### config.mk
export PLATFORM = sky130hd
export DESIGN_NAME = cgu_top
export DESIGN_NICKNAME = d
export VERILOG_FILES = /design/src/hdl/cgu_pkg.sv /design/src/hdl/cgu_top.sv
export SDC_FILE = /design/constraint.sdc
export NUM_CORES = 1
export LEC_CHECK = 0
export ABC_AREA = 0
export BUFFER_PORTS_ARGS = -buffer_cell sky130_fd_sc_hd__clkbuf_2
export CORE_MARGIN = 2
export CORE_UTILIZATION = 50
export CTS_BUF_LIST = sky130_fd_sc_hd__clkbuf_8
export DETAILED_ROUTE_END_ITERATION = 10
export PLACE_DENSITY_LB_ADDON = 0.08
export SKIP_CTS_REPAIR_TIMING = 1
export SLEW_MARGIN = 20
export SYNTH_ARGS = -nofsm -noshare
export SYNTH_HDL_FRONTEND = slang
export SYNTH_SLANG_ARGS = --single-unit
### constraint.sdc
create_clock -name pclk -period 2.65 [get_ports pclk]
set_input_delay 0.265 -clock pclk [delete_from_list [all_inputs] [get_ports pclk]]
set_output_delay 0.265 -clock pclk [all_outputs]
set_load 0.05 [all_outputs]
### src/hdl/cgu_pkg.sv
package cgu_pkg;

	// ------------------------------------------------------------
	// Register map (byte addresses, one aligned word each)
	// ------------------------------------------------------------
	localparam logic [11:0] CGU_OFF_CTRL_ONE = 12'h000;
	localparam logic [11:0] CGU_OFF_CTRL_TWO = 12'h004;
	localparam logic [11:0] CGU_OFF_COARSE = 12'h008;
	localparam logic [11:0] CGU_OFF_STATUS = 12'h00C;

	// ------------------------------------------------------------
	// Field positions
	// ------------------------------------------------------------
	localparam int CGU_POS_SRC = 6;
	localparam int CGU_POS_REFERENCE_DIVIDER_SELECT = 3;
	localparam int CGU_POS_IREF_SEL = 2;
	localparam int CGU_POS_IREF_EN = 1;
	localparam int CGU_POS_IREF_STOP = 0;
	localparam int CGU_POS_BUS_DIVIDER_SELECT = 6;
	localparam int CGU_POS_RANGE = 5;
	localparam int CGU_POS_HGAIN = 4;
	localparam int CGU_POS_LOWPWR = 3;
	localparam int CGU_POS_EREF_SEL = 2;
	localparam int CGU_POS_EREF_EN = 1;
	localparam int CGU_POS_EREF_STOP = 0;
	localparam int CGU_POS_IREF_STAT = 4;
	localparam int CGU_POS_MODE_STAT = 2;
	localparam int CGU_POS_OSC_RDY = 1;
	localparam int CGU_POS_FINE = 0;

	// ------------------------------------------------------------
	// Reset values
	// ------------------------------------------------------------
	localparam logic [1:0] CGU_RST_SRC = 2'h0;
	localparam logic [2:0] CGU_RST_REFERENCE_DIVIDER_SELECT = 3'h0;
	localparam logic CGU_RST_IREF_SEL = 1'b1;
	localparam logic [1:0] CGU_RST_BUS_DIVIDER_SELECT = 2'h1;
	localparam logic [7:0] CGU_RST_COARSE = 8'h80;
	localparam logic CGU_RST_FINE = 1'b0;

	// ------------------------------------------------------------
	// Source select codes
	// ------------------------------------------------------------
	localparam logic [1:0] CGU_SRC_FLL = 2'h0;
	localparam logic [1:0] CGU_SRC_IREF = 2'h1;
	localparam logic [1:0] CGU_SRC_EREF = 2'h2;

	// Operating modes, Gray coded along the usual path
	typedef enum logic [2:0] {
		CGU_ENGAGED_INTERNAL_MODE = 3'h0,
		CGU_ENGAGED_EXTERNAL_MODE = 3'h1,
		CGU_BYPASSED_EXTERNAL_MODE = 3'h3,
		CGU_BYPASSED_INTERNAL_MODE = 3'h2,
		CGU_BYPASSED_INTERNAL_LOW_POWER_MODE = 3'h6,
		CGU_BYPASSED_EXTERNAL_LOW_POWER_MODE = 3'h7,
		CGU_STOP_MODE = 3'h5
	} cgu_mode_t;

	// Control lines to the external low-power oscillator
	typedef struct packed {
		logic high_gain_select;
		logic range_select;
		logic external_reference_select;
		logic external_reference_enable;
		logic external_reference_stop_enable;
	} cgu_osc_ctrl_t;

endpackage

### src/hdl/cgu_top.sv
// Implementation choices: the APB interface to the registers and the register offsets.
`timescale 1ns/100ps
// Operation
// - presetn reset enters engaged internal mode; por_n alone keeps mode
// - Bus divider resets to divide by two
// - Bus clock is half unit clock output
// - Power-on loads adjust 0x80/0; others keep
// - Three system sources; FLL internal/external reference
// - Bus divider ratios 1, 2, 4, 8
// - Reference divider chosen by 3-bit select
// - Nine-bit adjust is coarse byte plus fine
// - Debug clock is DCO divided by two
// - Five oscillator control outputs driven
// - Engaged internal: FLL, internal reference, debug
// - Engaged external: FLL, external reference, debug
// - Bypassed internal: FLL on, internal source
// - Bypassed internal low power: FLL off
// - Bypassed external: FLL on, external source
// - Bypassed external low power: FLL off
// - Stop: no clocks, references per stop-enable
// - Source codes FLL/internal/external; 11 as 00
// - Reference divided by two to its code
// - Bus divider codes 1,2,4,8; reset 01
module cgu_top (
	// ------------------------------------------------------------
	// Clock and resets
	// ------------------------------------------------------------
	input wire logic pclk,
	input wire logic presetn,
	input wire logic por_n,
	// APB slave
	input wire logic psel,
	input wire logic penable,
	input wire logic pwrite,
	input wire logic [11:0] paddr,
	input wire logic [31:0] pwdata,
	input wire logic [3:0] pstrb,
	output logic [31:0] prdata,
	output logic pready,
	output logic pslverr,
	// Clock ticks, one pclk pulse per rising edge of each source
	input wire logic dco_tick,
	input wire logic internal_reference_tick,
	input wire logic external_reference_tick,
	// System state
	input wire logic stop_request,
	input wire logic debug_active,
	input wire logic oscillator_ready_in,
	// Oscillator and FLL controls
	output cgu_pkg::cgu_osc_ctrl_t osc_ctrl,
	output logic fll_enable,
	output logic fll_reference_tick,
	output logic [8:0] internal_reference_trim,
	output logic internal_reference_active,
	// Clock outputs
	output logic unit_clock_tick,
	output logic bus_clock,
	output logic debug_clock,
	output cgu_pkg::cgu_mode_t mode
);

	// ------------------------------------------------------------
	// Register fields
	// ------------------------------------------------------------
	logic [1:0] source_select, next_source_select;
	logic [2:0] reference_divider_select, next_reference_divider_select;
	logic internal_reference_select, next_internal_reference_select;
	logic internal_reference_enable, next_internal_reference_enable;
	logic internal_reference_stop_enable, next_internal_reference_stop_enable;
	logic [1:0] bus_divider_select, next_bus_divider_select;
	logic range_select, next_range_select;
	logic high_gain_select, next_high_gain_select;
	logic low_power_select, next_low_power_select;
	logic external_reference_select, next_external_reference_select;
	logic external_reference_enable, next_external_reference_enable;
	logic external_reference_stop_enable, next_external_reference_stop_enable;
	logic [7:0] coarse_adjust, next_coarse_adjust;
	logic fine_adjust, next_fine_adjust;
	logic [31:0] next_prdata;

	logic wr_en;
	logic rd_setup;
	logic addr_hit;
	logic [7:0] wbyte;

	assign pready = 1'b1;
	assign wr_en = psel & penable & pwrite & pstrb[0];
	assign rd_setup = psel & ~penable & ~pwrite;
	assign wbyte = pwdata[7:0];
	assign addr_hit = (paddr == cgu_pkg::CGU_OFF_CTRL_ONE) |
		(paddr == cgu_pkg::CGU_OFF_CTRL_TWO) |
		(paddr == cgu_pkg::CGU_OFF_COARSE) |
		(paddr == cgu_pkg::CGU_OFF_STATUS);
	// Unmapped addresses answer with an error in the access phase
	assign pslverr = psel & penable & ~addr_hit;

	// ------------------------------------------------------------
	// Status state
	// ------------------------------------------------------------
	logic [1:0] clock_mode_status, next_clock_mode_status;
	logic internal_reference_status, next_internal_reference_status;
	logic oscillator_ready, next_oscillator_ready;

	// ------------------------------------------------------------
	// Control register writes
	// ------------------------------------------------------------
	always_comb begin
		next_source_select = source_select;
		next_reference_divider_select = reference_divider_select;
		next_internal_reference_select = internal_reference_select;
		next_internal_reference_enable = internal_reference_enable;
		next_internal_reference_stop_enable = internal_reference_stop_enable;
		next_bus_divider_select = bus_divider_select;
		next_range_select = range_select;
		next_high_gain_select = high_gain_select;
		next_low_power_select = low_power_select;
		next_external_reference_select = external_reference_select;
		next_external_reference_enable = external_reference_enable;
		next_external_reference_stop_enable = external_reference_stop_enable;
		if (wr_en && paddr == cgu_pkg::CGU_OFF_CTRL_ONE) begin
			next_source_select = wbyte[cgu_pkg::CGU_POS_SRC +: 2];
			next_reference_divider_select = wbyte[cgu_pkg::CGU_POS_REFERENCE_DIVIDER_SELECT +: 3];
			next_internal_reference_select = wbyte[cgu_pkg::CGU_POS_IREF_SEL];
			next_internal_reference_enable = wbyte[cgu_pkg::CGU_POS_IREF_EN];
			next_internal_reference_stop_enable = wbyte[cgu_pkg::CGU_POS_IREF_STOP];
		end
		if (wr_en && paddr == cgu_pkg::CGU_OFF_CTRL_TWO) begin
			next_bus_divider_select = wbyte[cgu_pkg::CGU_POS_BUS_DIVIDER_SELECT +: 2];
			next_range_select = wbyte[cgu_pkg::CGU_POS_RANGE];
			next_high_gain_select = wbyte[cgu_pkg::CGU_POS_HGAIN];
			next_low_power_select = wbyte[cgu_pkg::CGU_POS_LOWPWR];
			next_external_reference_select = wbyte[cgu_pkg::CGU_POS_EREF_SEL];
			next_external_reference_enable = wbyte[cgu_pkg::CGU_POS_EREF_EN];
			next_external_reference_stop_enable = wbyte[cgu_pkg::CGU_POS_EREF_STOP];
		end
	end

	always_ff @(posedge pclk or negedge presetn) begin
		if (!presetn) begin
			source_select <= cgu_pkg::CGU_RST_SRC;
			reference_divider_select <= cgu_pkg::CGU_RST_REFERENCE_DIVIDER_SELECT;
			internal_reference_select <= cgu_pkg::CGU_RST_IREF_SEL;
			internal_reference_enable <= 1'b0;
			internal_reference_stop_enable <= 1'b0;
			bus_divider_select <= cgu_pkg::CGU_RST_BUS_DIVIDER_SELECT;
			range_select <= 1'b0;
			high_gain_select <= 1'b0;
			low_power_select <= 1'b0;
			external_reference_select <= 1'b0;
			external_reference_enable <= 1'b0;
			external_reference_stop_enable <= 1'b0;
		end else begin
			source_select <= next_source_select;
			reference_divider_select <= next_reference_divider_select;
			internal_reference_select <= next_internal_reference_select;
			internal_reference_enable <= next_internal_reference_enable;
			internal_reference_stop_enable <= next_internal_reference_stop_enable;
			bus_divider_select <= next_bus_divider_select;
			range_select <= next_range_select;
			high_gain_select <= next_high_gain_select;
			low_power_select <= next_low_power_select;
			external_reference_select <= next_external_reference_select;
			external_reference_enable <= next_external_reference_enable;
			external_reference_stop_enable <= next_external_reference_stop_enable;
		end
	end

	// ------------------------------------------------------------
	// Adjust values, held across all but power-on reset
	// ------------------------------------------------------------
	always_comb begin
		next_coarse_adjust = coarse_adjust;
		next_fine_adjust = fine_adjust;
		if (wr_en && paddr == cgu_pkg::CGU_OFF_COARSE) begin
			next_coarse_adjust = wbyte;
		end
		if (wr_en && paddr == cgu_pkg::CGU_OFF_STATUS) begin
			next_fine_adjust = wbyte[cgu_pkg::CGU_POS_FINE];
		end
	end

	always_ff @(posedge pclk or negedge por_n) begin
		if (!por_n) begin
			coarse_adjust <= cgu_pkg::CGU_RST_COARSE;
			fine_adjust <= cgu_pkg::CGU_RST_FINE;
		end else begin
			coarse_adjust <= next_coarse_adjust;
			fine_adjust <= next_fine_adjust;
		end
	end

	assign internal_reference_trim = {coarse_adjust, fine_adjust};

	// ------------------------------------------------------------
	// Mode decode
	// ------------------------------------------------------------
	logic [1:0] eff_source;
	logic low_power_bypass;
	cgu_pkg::cgu_mode_t next_mode;

	// Reserved code behaves as the FLL output
	assign eff_source = (source_select == 2'h3) ? cgu_pkg::CGU_SRC_FLL : source_select;
	// The debugger keeps the FLL alive even in low-power bypass
	assign low_power_bypass = low_power_select & ~debug_active;

	always_comb begin
		next_mode = cgu_pkg::CGU_ENGAGED_INTERNAL_MODE;
		if (stop_request) begin
			next_mode = cgu_pkg::CGU_STOP_MODE;
		end else begin
			case (eff_source)
				cgu_pkg::CGU_SRC_FLL: begin
					if (internal_reference_select) begin
						next_mode = cgu_pkg::CGU_ENGAGED_INTERNAL_MODE;
					end else begin
						next_mode = cgu_pkg::CGU_ENGAGED_EXTERNAL_MODE;
					end
				end
				cgu_pkg::CGU_SRC_IREF: begin
					if (low_power_bypass) begin
						next_mode = cgu_pkg::CGU_BYPASSED_INTERNAL_LOW_POWER_MODE;
					end else begin
						next_mode = cgu_pkg::CGU_BYPASSED_INTERNAL_MODE;
					end
				end
				cgu_pkg::CGU_SRC_EREF: begin
					if (low_power_bypass) begin
						next_mode = cgu_pkg::CGU_BYPASSED_EXTERNAL_LOW_POWER_MODE;
					end else begin
						next_mode = cgu_pkg::CGU_BYPASSED_EXTERNAL_MODE;
					end
				end
				default: begin
					next_mode = cgu_pkg::CGU_ENGAGED_INTERNAL_MODE;
				end
			endcase
		end
	end

	always_ff @(posedge pclk or negedge presetn) begin
		if (!presetn) begin
			mode <= cgu_pkg::CGU_ENGAGED_INTERNAL_MODE;
		end else begin
			mode <= next_mode;
		end
	end

	logic in_stop;
	logic uses_internal;
	logic uses_external;

	assign in_stop = (mode == cgu_pkg::CGU_STOP_MODE);
	assign fll_enable = ~in_stop & (mode != cgu_pkg::CGU_BYPASSED_INTERNAL_LOW_POWER_MODE) &
		(mode != cgu_pkg::CGU_BYPASSED_EXTERNAL_LOW_POWER_MODE);
	assign uses_internal = (mode == cgu_pkg::CGU_ENGAGED_INTERNAL_MODE) |
		(mode == cgu_pkg::CGU_BYPASSED_INTERNAL_MODE) |
		(mode == cgu_pkg::CGU_BYPASSED_INTERNAL_LOW_POWER_MODE);
	assign uses_external = (mode == cgu_pkg::CGU_ENGAGED_EXTERNAL_MODE) |
		(mode == cgu_pkg::CGU_BYPASSED_EXTERNAL_MODE) |
		(mode == cgu_pkg::CGU_BYPASSED_EXTERNAL_LOW_POWER_MODE);

	// In stop each reference survives only through its own stop enable
	assign internal_reference_active = in_stop ? internal_reference_stop_enable :
		(internal_reference_enable | uses_internal);
	always_comb begin
		osc_ctrl.high_gain_select = high_gain_select;
		osc_ctrl.range_select = range_select;
		osc_ctrl.external_reference_select = external_reference_select;
		osc_ctrl.external_reference_enable = in_stop ?
			(external_reference_enable & external_reference_stop_enable) :
			(external_reference_enable | uses_external);
		osc_ctrl.external_reference_stop_enable = external_reference_stop_enable;
	end

	// ------------------------------------------------------------
	// Reference divider ahead of the FLL
	// ------------------------------------------------------------
	logic [6:0] ref_count, next_ref_count;
	logic [6:0] ref_mask;
	logic fll_ref_in;
	logic next_fll_reference_tick;

	assign fll_ref_in = internal_reference_select ? internal_reference_tick :
		external_reference_tick;
	assign ref_mask = 7'((8'h01 << reference_divider_select) - 8'h01);

	always_comb begin
		next_ref_count = ref_count;
		next_fll_reference_tick = 1'b0;
		if (fll_enable && fll_ref_in) begin
			next_ref_count = 7'(ref_count + 7'h01);
			if ((ref_count & ref_mask) == ref_mask) begin
				next_ref_count = 7'h00;
				next_fll_reference_tick = 1'b1;
			end
		end
	end

	always_ff @(posedge pclk or negedge presetn) begin
		if (!presetn) begin
			ref_count <= 7'h00;
			fll_reference_tick <= 1'b0;
		end else begin
			ref_count <= next_ref_count;
			fll_reference_tick <= next_fll_reference_tick;
		end
	end

	// ------------------------------------------------------------
	// Source switch, bus divider and clock outputs
	// ------------------------------------------------------------
	logic req_tick;
	logic src_tick;
	logic [2:0] bus_count, next_bus_count;
	logic [2:0] bus_mask;
	logic next_unit_clock_tick;
	logic next_bus_clock;
	logic next_debug_clock;

	function automatic logic tick_of(input logic [1:0] sel, input logic fll_t,
		input logic int_t, input logic ext_t);
		case (sel)
			cgu_pkg::CGU_SRC_IREF: tick_of = int_t;
			cgu_pkg::CGU_SRC_EREF: tick_of = ext_t;
			default: tick_of = fll_t;
		endcase
	endfunction

	// Switching only on an edge of the new source avoids a runt period
	assign req_tick = tick_of(eff_source, dco_tick & fll_enable, internal_reference_tick,
		external_reference_tick);
	assign src_tick = ~in_stop & tick_of(clock_mode_status, dco_tick & fll_enable,
		internal_reference_tick, external_reference_tick);
	assign bus_mask = 3'((4'h1 << bus_divider_select) - 4'h1);

	always_comb begin
		next_clock_mode_status = clock_mode_status;
		next_internal_reference_status = internal_reference_status;
		next_oscillator_ready = oscillator_ready_in & external_reference_select &
			osc_ctrl.external_reference_enable;
		if (req_tick && !in_stop) begin
			next_clock_mode_status = eff_source;
		end
		if (fll_ref_in) begin
			next_internal_reference_status = internal_reference_select;
		end
		next_bus_count = bus_count;
		next_unit_clock_tick = 1'b0;
		next_bus_clock = bus_clock;
		if (src_tick) begin
			next_bus_count = 3'(bus_count + 3'h1);
			if ((bus_count & bus_mask) == bus_mask) begin
				next_bus_count = 3'h0;
				next_unit_clock_tick = 1'b1;
				next_bus_clock = ~bus_clock;
			end
		end
		next_debug_clock = debug_clock;
		if (fll_enable) begin
			if (dco_tick) begin
				next_debug_clock = ~debug_clock;
			end
		end else begin
			next_debug_clock = 1'b0;
		end
	end

	always_ff @(posedge pclk or negedge presetn) begin
		if (!presetn) begin
			clock_mode_status <= cgu_pkg::CGU_SRC_FLL;
			internal_reference_status <= cgu_pkg::CGU_RST_IREF_SEL;
			oscillator_ready <= 1'b0;
			bus_count <= 3'h0;
			unit_clock_tick <= 1'b0;
			bus_clock <= 1'b0;
			debug_clock <= 1'b0;
		end else begin
			clock_mode_status <= next_clock_mode_status;
			internal_reference_status <= next_internal_reference_status;
			oscillator_ready <= next_oscillator_ready;
			bus_count <= next_bus_count;
			unit_clock_tick <= next_unit_clock_tick;
			bus_clock <= next_bus_clock;
			debug_clock <= next_debug_clock;
		end
	end

	// ------------------------------------------------------------
	// Read data, captured in the setup phase
	// ------------------------------------------------------------
	always_comb begin
		next_prdata = prdata;
		if (rd_setup) begin
			case (paddr)
				cgu_pkg::CGU_OFF_CTRL_ONE: begin
					next_prdata = {24'h000000, source_select, reference_divider_select,
						internal_reference_select, internal_reference_enable,
						internal_reference_stop_enable};
				end
				cgu_pkg::CGU_OFF_CTRL_TWO: begin
					next_prdata = {24'h000000, bus_divider_select, range_select,
						high_gain_select, low_power_select, external_reference_select,
						external_reference_enable, external_reference_stop_enable};
				end
				cgu_pkg::CGU_OFF_COARSE: begin
					next_prdata = {24'h000000, coarse_adjust};
				end
				cgu_pkg::CGU_OFF_STATUS: begin
					next_prdata = {27'h0000000, internal_reference_status,
						clock_mode_status, oscillator_ready, fine_adjust};
				end
				default: begin
					next_prdata = 32'h00000000;
				end
			endcase
		end
	end

	always_ff @(posedge pclk or negedge presetn) begin
		if (!presetn) begin
			prdata <= 32'h00000000;
		end else begin
			prdata <= next_prdata;
		end
	end

endmodule

## After elaboration in Yosys (flattened, before gate mapping)

Cells that the tools add are included.

- Flip-flop bits (word level): 78
- Bits of input ports: 60
- Output and inout bits: 57

- Add/subtract/negate cells: 4
- Equality and inequality tests: 19
- Shifts and indexed selects: 2
- Multiplexer cells: 20
- Bitwise logic cells: 32
- Reduce and logical (&&, ||, !) cells: 11

Operators by type and width:

| kind | number |
|---|---|
| $pmux 8 s4 | 1 |
| $eq 12x4->1 const B | 2 |
| $and 1x1->1 | 14 |
| $eq 12x3->1 const B | 1 |
| $logic_not 12->1 | 1 |
| $mux 3 | 4 |
| $mux 1 | 10 |
| $eq 3x3->1 const B | 3 |
| $or 1x1->1 | 9 |
| $pmux 3 s3 | 1 |
| $add 7x1->7 const B | 1 |
| $and 7x7->7 | 1 |
| $eq 7x7->1 | 1 |
| $mux 7 | 1 |
| $not 1->1 | 7 |
| $shl 1x3->7 const A | 1 |
| $sub 7x1->7 const B | 1 |
| $eq 2x2->1 const B | 3 |
| $eq 3x2->1 const B | 2 |
| $logic_and 1x1->1 | 6 |
| $ne 3x3->1 const B | 2 |
| $eq 2x1->1 const B | 2 |
| $pmux 1 s2 | 2 |
| $add 3x1->3 const B | 1 |
| other kinds (11) | 11 |

## Logic depth before layout (Yosys ltp)

Gate-level depths: netlist of the first run.

- Depth after elaboration: 8
- Mapped depth: 9

## Worst setup path before layout of the first run

Ideal clock, no wire load.

- Path kind: reg-to-reg
- From: reg mode[0]
- To: reg ref_count[3]
- Data arrival time: 2.205 ns
- Required time: 2.514 ns
- Setup slack: 0.309 ns
- Cell stages (with the launch flop): 5
- Buffers on the path: 0
- Period minus slack after synthesis: 2.341 ns
- Path through: dfrtp_1 o21ai_1 o21ai_1 nor4_1 o21ai_1

- Word-level cells in the longest chain between the ends: 5
- Elaborated cells between the ends (all ways): 7

Ends and longest elaborated chain:

| item | RTL line | RTL |
|---|---|---|
| start: declaration | cgu_top.sv:59 | `output cgu_pkg::cgu_mode_t mode` |
| start signal: assignment | cgu_top.sv:242 | `mode <= cgu_pkg::CGU_ENGAGED_INTERNAL_MODE;` |
| start signal: assignment | cgu_top.sv:244 | `mode <= next_mode;` |
| $eq 3x3->1 | cgu_top.sv:252 | `assign in_stop = (mode == cgu_pkg::CGU_STOP_MODE);` |
| $not 1->1 | cgu_top.sv:253 | `assign fll_enable = ~in_stop & (mode != cgu_pkg::CGU_BYPASSED_INTERNAL_LOW_POWER_MODE) &` |
| $and 1x1->1 | cgu_top.sv:253 |  |
| $and 1x1->1 * | cgu_top.sv:253 |  |
| via fll_enable | cgu_top.sv:51 | `output logic fll_enable,` |
| $logic_and 1x1->1 * | cgu_top.sv:290 | `if (fll_enable && fll_ref_in) begin` |
| end signal: assignment | cgu_top.sv:304 | `ref_count <= next_ref_count;` |
| end: declaration | cgu_top.sv:278 | `logic [6:0] ref_count, next_ref_count;` |

The timed path passes the listed nets; every way through them passes the cells marked *.
A chain may end at the register's enable or synchronous reset.

## Worst setup path after layout of the first run

- From: reg reference_divider_select[2]
- To: reg ref_count[4]

- Word-level cells in the longest chain between the ends: 5

Ends and longest elaborated chain:

| item | RTL line | RTL |
|---|---|---|
| start: declaration | cgu_top.sv:66 | `logic [2:0] reference_divider_select, next_reference_divider_select;` |
| start signal: assignment | cgu_top.sv:141 | `reference_divider_select <= cgu_pkg::CGU_RST_REFERENCE_DIVIDER_SELECT;` |
| start signal: assignment | cgu_top.sv:154 | `reference_divider_select <= next_reference_divider_select;` |
| $shl 1x3->7 * | cgu_top.sv:285 | `assign ref_mask = 7'((8'h01 << reference_divider_select) - 8'h01);` |
| $sub 7x1->7 * | cgu_top.sv:285 |  |
| $and 7x7->7 | cgu_top.sv:292 | `if ((ref_count & ref_mask) == ref_mask) begin` |
| $eq 7x7->1 * | cgu_top.sv:292 |  |
| $mux 7 * | cgu_top.sv:292 |  |

Every way passes the cells marked *; elsewhere a longest branch is shown, timed or not.

==> flow_metrics.tcl, run 1 <==
set metrics [dict create \
    max_stage_delay_ns 0.51 \
    grt_remaining_overflow 0 \
    tightestPinTransition_ns 0.745 \
    synth_cells 292 \
    syn_avg_cell_area_um2 10.6 \
    core_area_um2 5960 \
    slew_violations 0 \
    io_pins 117 \
    p_per_area_nw_per_um2 464 \
    cts_buffers 5 \
    dieArea_um2 6840 \
    grt_pass1_vias 1953 \
    yosysWarnings 0 \
    rr_startpoint "reference_divider_select[2]" \
    regArea_um2 1360 \
    grt_use_met2_pct 30.3 \
    die_w_um 82.7 \
    cpMaxStageDelayCell "dfrtp_1" \
    initial_core_util_pct 52.0 \
    grtUsageTotal_pct 19.3 \
    ant_nets 0 \
    layout-drive-gt1-share_pct 29.0 \
    cp.depth 8 \
    cts_root_buffer "clkbuf_8" \
    utilization_pct 58.5 \
    synth_area_leaders "dfrtp_1, buf_4, mux2_1" \
    cts_max_level 2 \
    synth-adder-area-share_pct 3.23 \
    die_h_um 82.7 \
    grt_pass1_wl_um 9750 \
    synth_top_family_by_area "multiplexers" \
    nNetsFinal 419 \
    grtUsageMet3_pct 4.24 \
    synth.area.mux_share_pct 16.0 \
    worstSetupPathType "reg2reg" \
    instances_no_fill 427 \
    pre_cts_slack_ns 0.450 \
    leakage_nw 1.72 \
    drtPass1Iterations 4 \
    critPathRequiredTime_ns 2.83 \
    netlist.area_leader.share_pct 40.4 \
    finalHoldViolCount 0 \
    wl_per_cell_um 14.8 \
    path_cells "nor2_1, nand2_1, ha_1, and2_0, o21ai_0, a21oi_1, o31ai_1, o211ai_1" \
    setup_viol 0 \
    fin_crit_sh_pct 83.4 \
    multi_input_area_um2 1520 \
    cp-end-kind "flip-flop" \
    yosys.area.top_type "dfrtp_1" \
    cp_max_fo 11 \
    async_flop_share_pct 100 \
    drc_errors 0 \
    cts.sinks 54 \
    diodes 0 \
    fin_skew_ns 0.00547 \
    yosys.area_share.simple_pct 15.1 \
    max_slew_margin_pct 50.0 \
    crit_family "compound AO/OA/AOI/OAI gates" \
    clk_latency_ns 0.30 \
    synth_ff_type "dfrtp_1" \
    hold_class "in2async" \
    path_clk_slew_ns 0.09 \
    num_vias 2256 \
    grt_max_degree 46 \
    synth_seq_cells 54 \
    clk_path_buf_depth 2 \
    fin_setup_tns_ns 0 \
    grt_use_met1_pct 26.8 \
    via_per_inst 5.28 \
    wl_um 6340 \
    cp-startpoint "reference_divider_select[2]" \
    timing.max_cap.violations 0 \
    ys_seq_area_share_pct 43.8 \
    area_growth_pct 12.4 \
    hpwlAfterDp_um 4740 \
    dpl.cell_count 418 \
    fin_ws_ns 0.440 \
    max_freq_mhz 452 \
    ys_types 52 \
    synth_xor_area_share_pct 0.848 \
    cp_data_arrival_time_ns 2.39 \
    cts_tree "yes" \
    ir_worst_vdd_v 0.000310 \
    gp_congestion 0.792 \
    total_power_w 0.00162 \
    r2r_cells 8 \
    io_buffers 64 \
    run_status "finished clean" \
    synthesis.area_um2 3100 \
    antenna_found_initial 0 \
    cp_num_buf_inv 0 \
    grt.busiest_layer "met2" \
    synth_compound_area_share_pct 10.7 \
    n_fill_cell 531 \
    rsz0062_at_grt "no" \
    layout_min_cycle_time_ns 2.21 \
    worst_setup_path_start_kind "flip-flop" \
    rows 28 \
    drt_first_iter_violations 109 \
    synth-edff-count 0 \
]
[area by class of cell]
type / count / area share [%]
clock buffer: 8 / 3.16
inverter: 14 / 1.51
multi-input combinational: 208 / 43.6
sequential: 54 / 38.9
tap: 75 / 2.69
timing repair buffer: 68 / 10.1
[layout by cell type (no fill, tap or decap), types with 3 or more instances in the layout]
cell / instances
a21oi_1: 7
a221oi_1: 3
and2_1: 3
buf_4: 3
clkbuf_2: 64
clkbuf_8: 8
conb_1: 25
dfrtp_1: 50
dfstp_2: 4
ha_1: 8
inv_1: 13
mux2_1: 18
mux2_4: 8
mux2i_1: 6
mux4_2: 5
nand2_1: 25
nand2b_1: 4
nand3_1: 3
nand4_1: 7
nor2_1: 16
nor2b_1: 4
nor3_1: 4
o21ai_0: 7
o21ai_1: 17
o31ai_1: 5
[final timing paths]
check	slack, ns	endpoint
setup / recovery	0.44	ref_count[4]
max in group asynchronous	2.02	coarse_adjust[7]
min in group pclk	0.14	mode[1]
setup reg to reg	0.44	ref_count[4]
hold reg to reg	0.48	bus_clock
hold / removal	0.04	prdata[3]
[routing by layer]
metal	routed length (um)	up-vias	share of wire, %
li1	-	1093	-
met1	2960	1073	47
met2	2860	82	45
met3	418	8	6.6
met4	95	0	1.5
met5	0	-	0
[synth_stat cells, drive strengths merged (3+ instances only)]
library cell,number
clkbuf,7
nor2b,4
mux2i,6
and2,4
dfstp,4
mux4,5
nand2b,4
o31ai,5
a21oi,7
inv,14
buf,32
nand2,25
a221oi,3
nand3,4
nor4,3
nor3,5
ha,8
dfrtp,50
mux2,26
nand4,7
o21ai,24
nor2,17
[worst reg2reg max path: stages (launching register included)]
cell      delay, ns
dfrtp_1        0.51
nor2_1         0.18
nand2_1        0.08
ha_1           0.21
and2_0         0.15
o21ai_0        0.21
a21oi_1        0.17
o31ai_1        0.41
o211ai_1       0.16
[flip-flops by register name, indices dropped and copies added (netlist names), 2 cells and up]
signal / flops
coarse_adjust: 8
source_select: 2
clock_mode_status: 2
prdata: 8
bus_divider_select: 2
mode: 3
bus_count: 3
ref_count: 7
reference_divider_select: 3
[cells by family (layout without fill, tap and decap cells)]
family,count (synthesis),after routing
other cells,2,25
compound gates,54,54
fa+ha+maj,8,8
xor+xnor,3,3
buf+inv,53,90
simple gates,81,81
mux,37,37
flops,54,54
[where the power goes]
| group | leakage (nW) | switching, W | internal [W] |
|---|---|---|---|
| Combinational | 0.931 | 0.000201 | 0.0000494 |
| Sequential | 0.727 | 0.00000811 | 0.000836 |
| Clock | 0.0575 | 0.000258 | 0.000264 |
[stage by stage]
step / area [um2] / hold WS [ns]
3_3_place_gp: 3360 / 0.150
2_1_floorplan: 3190 / -0.0306
6_report: 3480 / 0.0383
4_1_cts: 3470 / -0.185
5_1_grt: 3480 / 0.0774
3_5_place_dp: 3360 / 0.155
Note: power is estimated with default switching activity, not from simulation.
==> run 2: changes to the inputs <==
- CORE_UTILIZATION: 50 -> 46
- clock period: 2.65 -> 2 ns (I/O delays scaled with it)
==> run 2 against run 1 <==
The flow now finishes with violations (negative hold slack). Critical path depth shrank 1. Global-route usage shrank 0.82 points. Cell count grew 4.0%. Sequential cell count is the same. Fmax grew 16%. Sequential power grew 33%. Wire length grew 4.6%. Hold slack lost 0.074 ns. Worst setup slack lost 0.35 ns. Clock power grew 21%. Combinational power grew 36%. Total power grew 29%. Critical path type unchanged. Highest routed layer unchanged.
==> flow_metrics.tcl, run 2 (same netlist as run 1, synthesis figures left out) <==
set metrics [dict create \
    run_status "finished, violations left" \
    violations "negative hold slack" \
    cts_buffers 5 \
    io_buffers 64 \
    worstSetupPathType "reg2reg" \
    reg_top3 "coarse_adjust: 8 flops, prdata: 8 flops, ref_count: 7 flops" \
    grtUsageTotal_pct 18.5 \
    wl_per_cell_um 14.9 \
    drc_errors 0 \
    pre_cts_slack_ns 0.0480 \
    instances_no_fill 444 \
    leakage_nw 1.79 \
    io_pins 117 \
    crit_family "compound AO/OA/AOI/OAI gates" \
    setup_viol 0 \
    grt_remaining_overflow 0 \
    max_slew_margin_pct 58.5 \
    antenna_found_initial 0 \
    ir_worst_vdd_v 0.000337 \
    area_growth_pct 17.4 \
    clk_latency_ns 0.31 \
    slew_violations 0 \
    die_w_um 86.1 \
    hold_class "in2async" \
    diodes 0 \
    cpMaxStageDelayCell "dfrtp_1" \
    holdWs_ns -0.0361 \
    r2r_slack_ns 0.09 \
    path_cells "inv_1, ha_1, mux2_1, a21oi_1, o21ai_2, o21bai_1, a21o_1" \
    initial_core_util_pct 48.3 \
    rr_startpoint "clock_mode_status[0]" \
    cp_data_arrival_time_ns 2.12 \
    worst_setup_path_start_kind "flip-flop" \
    via_per_inst 5.18 \
    grt_max_degree 46 \
    max_stage_delay_ns 0.39 \
    wl_um 6630 \
    layout_min_cycle_time_ns 1.91 \
    timing.max_cap.violations 0 \
    gp_congestion 0.793 \
    clk_path_buf_depth 2 \
    die_h_um 86.1 \
    num_vias 2302 \
    rows 29 \
    ant_nets 0 \
    drtPass1Iterations 4 \
    fin_ws_ns 0.0891 \
    cp-end-kind "flip-flop" \
    fin_skew_ns 0.00399 \
    hpwlAfterDp_um 5110 \
    cts_root_buffer "clkbuf_8" \
    path_clk_slew_ns 0.10 \
    finalHoldViolCount 42 \
    p_per_area_nw_per_um2 574 \
    placed_cell_area_um2 3500 \
    layout-drive-gt1-share_pct 34.1 \
    r2r_cells 7 \
    tightestPinTransition_ns 0.619 \
    fin_crit_sh_pct 95.5 \
    cp_max_fo 7 \
    nNetsFinal 434 \
    cts_max_level 2 \
    layout_common_cells "clkbuf_2, dfrtp_1, nand2_1, conb_1" \
    critPathRequiredTime_ns 2.21 \
    dpl.cell_count 435 \
    cts.sinks 54 \
    grt_pass1_vias 2150 \
    core_area_um2 6420 \
    cts_tree "yes" \
    max_freq_mhz 523 \
    cp_num_buf_inv 1 \
    timing.rr.end "bus_count[2]" \
    grt_pass1_wl_um 10700 \
    dieArea_um2 7410 \
    stdcell_area_um2 3640 \
    drt_first_iter_violations 78 \
    final_common_cell "clkbuf_2" \
]
[run 2: how the worst max path moves through the flow]
stage                               startpoint                        end  slack [ns]  cells past startpoint
after floorplan                        mode[1]           oscillator_ready        0.01                      3
after global placement                paddr[9]           low_power_select        0.09                      8
after detailed placement  clock_mode_status[0]               bus_count[2]        0.05                      7
after CTS                              mode[2]  internal_reference_active       -0.04                      5
after global routing      clock_mode_status[0]               bus_count[2]       -0.04                      7
final                     clock_mode_status[0]               bus_count[2]        0.09                      7
[run 2: metal layers]
metal | routed length [um] | track usage, %
met5 | 0 | 0
met4 | 95 | 5.05
met3 | 328 | 3.37
met2 | 3170 | 30.6
met1 | 3040 | 25.1
[run 2: layout make-up]
type                            instances  area, um2
Inverter                               14       52.6
Clock inverter                          2       8.76
Timing Repair Buffer                   83        465
Multi-Input combinational cell        208       1580
Fill cell                             592       2780
Clock buffer                            6       82.6
Sequential cell                        54       1360
Tap cell                               77       96.3
[run 2: metrics by stage]
stage               util (%)  hold WS (ns)  setup TNS (ns)  power (W)
finish                  56.7       -0.0361               0    0.00209
global route            56.7        0.0178         -0.0672    0.00217
detailed placement      54.4        0.0785               0    0.00148
CTS                     55.9        -0.262         -0.0367    0.00211
floorplan                  -       -0.0956               0    0.00141
global placement        54.4        0.0784               0    0.00148
[run 2: report_power, final]
group	leakage [nW]	internal (W)	switching, W
clock	0.0524	0.000275	0.000354
combinational	1.01	0.0000725	0.000268
sequential	0.727	0.00111	0.0000124
total	1.79	0.00146	0.000634
==> run 3: changes to the inputs <==
==> constraint.sdc (replaced) <==
create_clock -name pclk -period 2 [get_ports pclk]
set_input_delay 0.3 -clock pclk [delete_from_list [all_inputs] [get_ports pclk]]
set_output_delay 0.3 -clock pclk [all_outputs]
set_load 0.05 [all_outputs]
==> run 3 against run 2 <==
The run now ends clean. Highest routed layer unchanged. Combinational power increased by 3%. Via count is 0.30% lower. Worst setup slack better by 0.021 ns. Critical path type is now reg2out. Count of clock-buffer cells in the layout is 1 lower. Largest cell class unchanged. Critical path depth decreased by 3. Cell count rose by 0.90%.
==> flow_metrics.tcl, run 3 (same netlist as run 1, synthesis figures left out) <==
set metrics [dict create \
    antenna_found_initial 0 \
    initial_core_util_pct 48.3 \
    p_sw_w 0.000667 \
    via_per_inst 5.12 \
    cp-end-kind "output pin" \
    max_freq_mhz 529 \
    clkPwrFrac_pct 30.5 \
    hold_class "in2reg" \
    finalHoldViolCount 0 \
    setup_viol 0 \
    io_buffers 64 \
    leakage_nw 1.81 \
    slew_violations 0 \
    swShare_pct 31.5 \
    r2r_slack_ns 0.14 \
    core_area_um2 6420 \
    hold_depth 2 \
    io_pins 117 \
    min_to "mode[1]" \
    power.internal_w 0.00145 \
    fin_crit_sh_pct 94.5 \
    seqPwrFrac_pct 52.9 \
    run_status "finished clean" \
    timing.max_cap.violations 0 \
    cp_max_fo 5 \
    fin_setup_tns_ns 0 \
    total_power_w 0.00212 \
    worstSetupPathType "reg2out" \
    hpwlAfterDp_um 5200 \
    layout_min_cycle_time_ns 1.89 \
    timing.rr.end "bus_count[2]" \
    ir_worst_vdd_v 0.000339 \
    fin_ws_ns 0.110 \
    cts_buffers 5 \
    reg_top3 "coarse_adjust: 8 flops, prdata: 8 flops, ref_count: 7 flops" \
    cts_root_buffer "clkbuf_8" \
    cp_data_arrival_time_ns 1.59 \
    drc_errors 0 \
    tightestPinTransition_ns 0.608 \
    cts_tree "yes" \
    grt_max_degree 27 \
    grt_remaining_overflow 0 \
    p_per_area_nw_per_um2 573 \
    nNetsFinal 438 \
    rr_startpoint "clock_mode_status[0]" \
    num_vias 2295 \
    rsz0062_at_grt "yes" \
    cts_max_level 2 \
    holdWs_ns 0.157 \
    path_clk_slew_ns 0.10 \
    cts.sinks 54 \
    clk_latency_ns 0.32 \
    diodes 0 \
    layout-drive-gt1-share_pct 34.5 \
    pre_cts_slack_ns -0.00152 \
    drt_first_iter_violations 50 \
    max_slew_margin_pct 59.3 \
    grtUsageTotal_pct 19.1 \
    critPathRequiredTime_ns 1.70 \
    dieArea_um2 7410 \
    drtPass1Iterations 4 \
    final_common_cell "clkbuf_2" \
    grt_pass1_wl_um 11000 \
    grt_pass1_vias 2200 \
    clk_path_buf_depth 2 \
    r2r_cells 7 \
    die_h_um 86.1 \
    wl_um 6610 \
    worst_setup_path_start_kind "flip-flop" \
    rows 29 \
    fin_skew_ns 0.0119 \
    layout_common_cells "clkbuf_2, dfrtp_1, nand2_1, conb_1, buf_4" \
    die_w_um 86.1 \
    wl_per_cell_um 14.7 \
    power_frac_comb_pct 16.6 \
    ant_nets 0 \
    holdCritStartpoint "stop_request" \
    gp_congestion 0.899 \
    area_growth_pct 19.1 \
]
==> run 3: worst max path at each step <==
| stage | from | end | slack [ns] | cells after the start |
|---|---|---|---|---|
| after global placement | paddr[4] | coarse_adjust[4] | 0.007 | 8 |
| after floorplan | mode[2] | internal_reference_active | -0.05 | 4 |
| after detailed placement | reference_divider_select[1] | ref_count[4] | -0.002 | 8 |
| after global routing | reference_divider_select[1] | ref_count[2] | -0.006 | 9 |
| final | mode[2] | osc_ctrl[1] | 0.11 | 4 |
| after CTS | reference_divider_select[1] | ref_count[4] | -0.01 | 8 |
==> run 3: worst max-delay path, stage by stage, from the launching register on <==
cell	delay, ns
dfrtp_1	0.44
nor2b_2	0.19
buf_4	0.15
o21ai_1	0.18
clkbuf_2	0.31
==> run 3: metal layers <==
| layer | global-route usage [%] | vias to the layer above | part of all wire [%] |
|---|---|---|---|
| met5 | 0 | - | 0 |
| met4 | 5.19 | 0 | 0.44 |
| li1 | - | 1128 | - |
| met3 | 3.75 | 2 | 5.0 |
| met2 | 29.9 | 68 | 46 |
| met1 | 27.2 | 1097 | 48 |
==> run 3: per-stage QoR <==
step	area [um2]	instances	utilization (%)
floorplan	3200	315	-
global placement	3540	438	55.1
detailed placement	3540	438	55.1
CTS	3630	446	56.6
global route	3690	448	57.5
finish	3690	448	57.5
==> run 3: area by class of cell <==
cell class,instances,area (um2)
clock inverter,3,28.8
tap,77,96.3
sequential,54,1360
timing repair buffer,87,526
inverter,14,52.6
fill,570,2730
multi-input combinational,208,1560
clock buffer,5,68.8
==> run 3: power by group through the flow <==
stage                     sequential (W)  combinational [W]  clock (W)
after floorplan                  0.00120           0.000214          0
after global placement           0.00114           0.000345          0
after detailed placement         0.00114           0.000347          0
after CTS                        0.00112           0.000347   0.000670
after global routing             0.00112           0.000376   0.000720
final                            0.00112           0.000351   0.000646
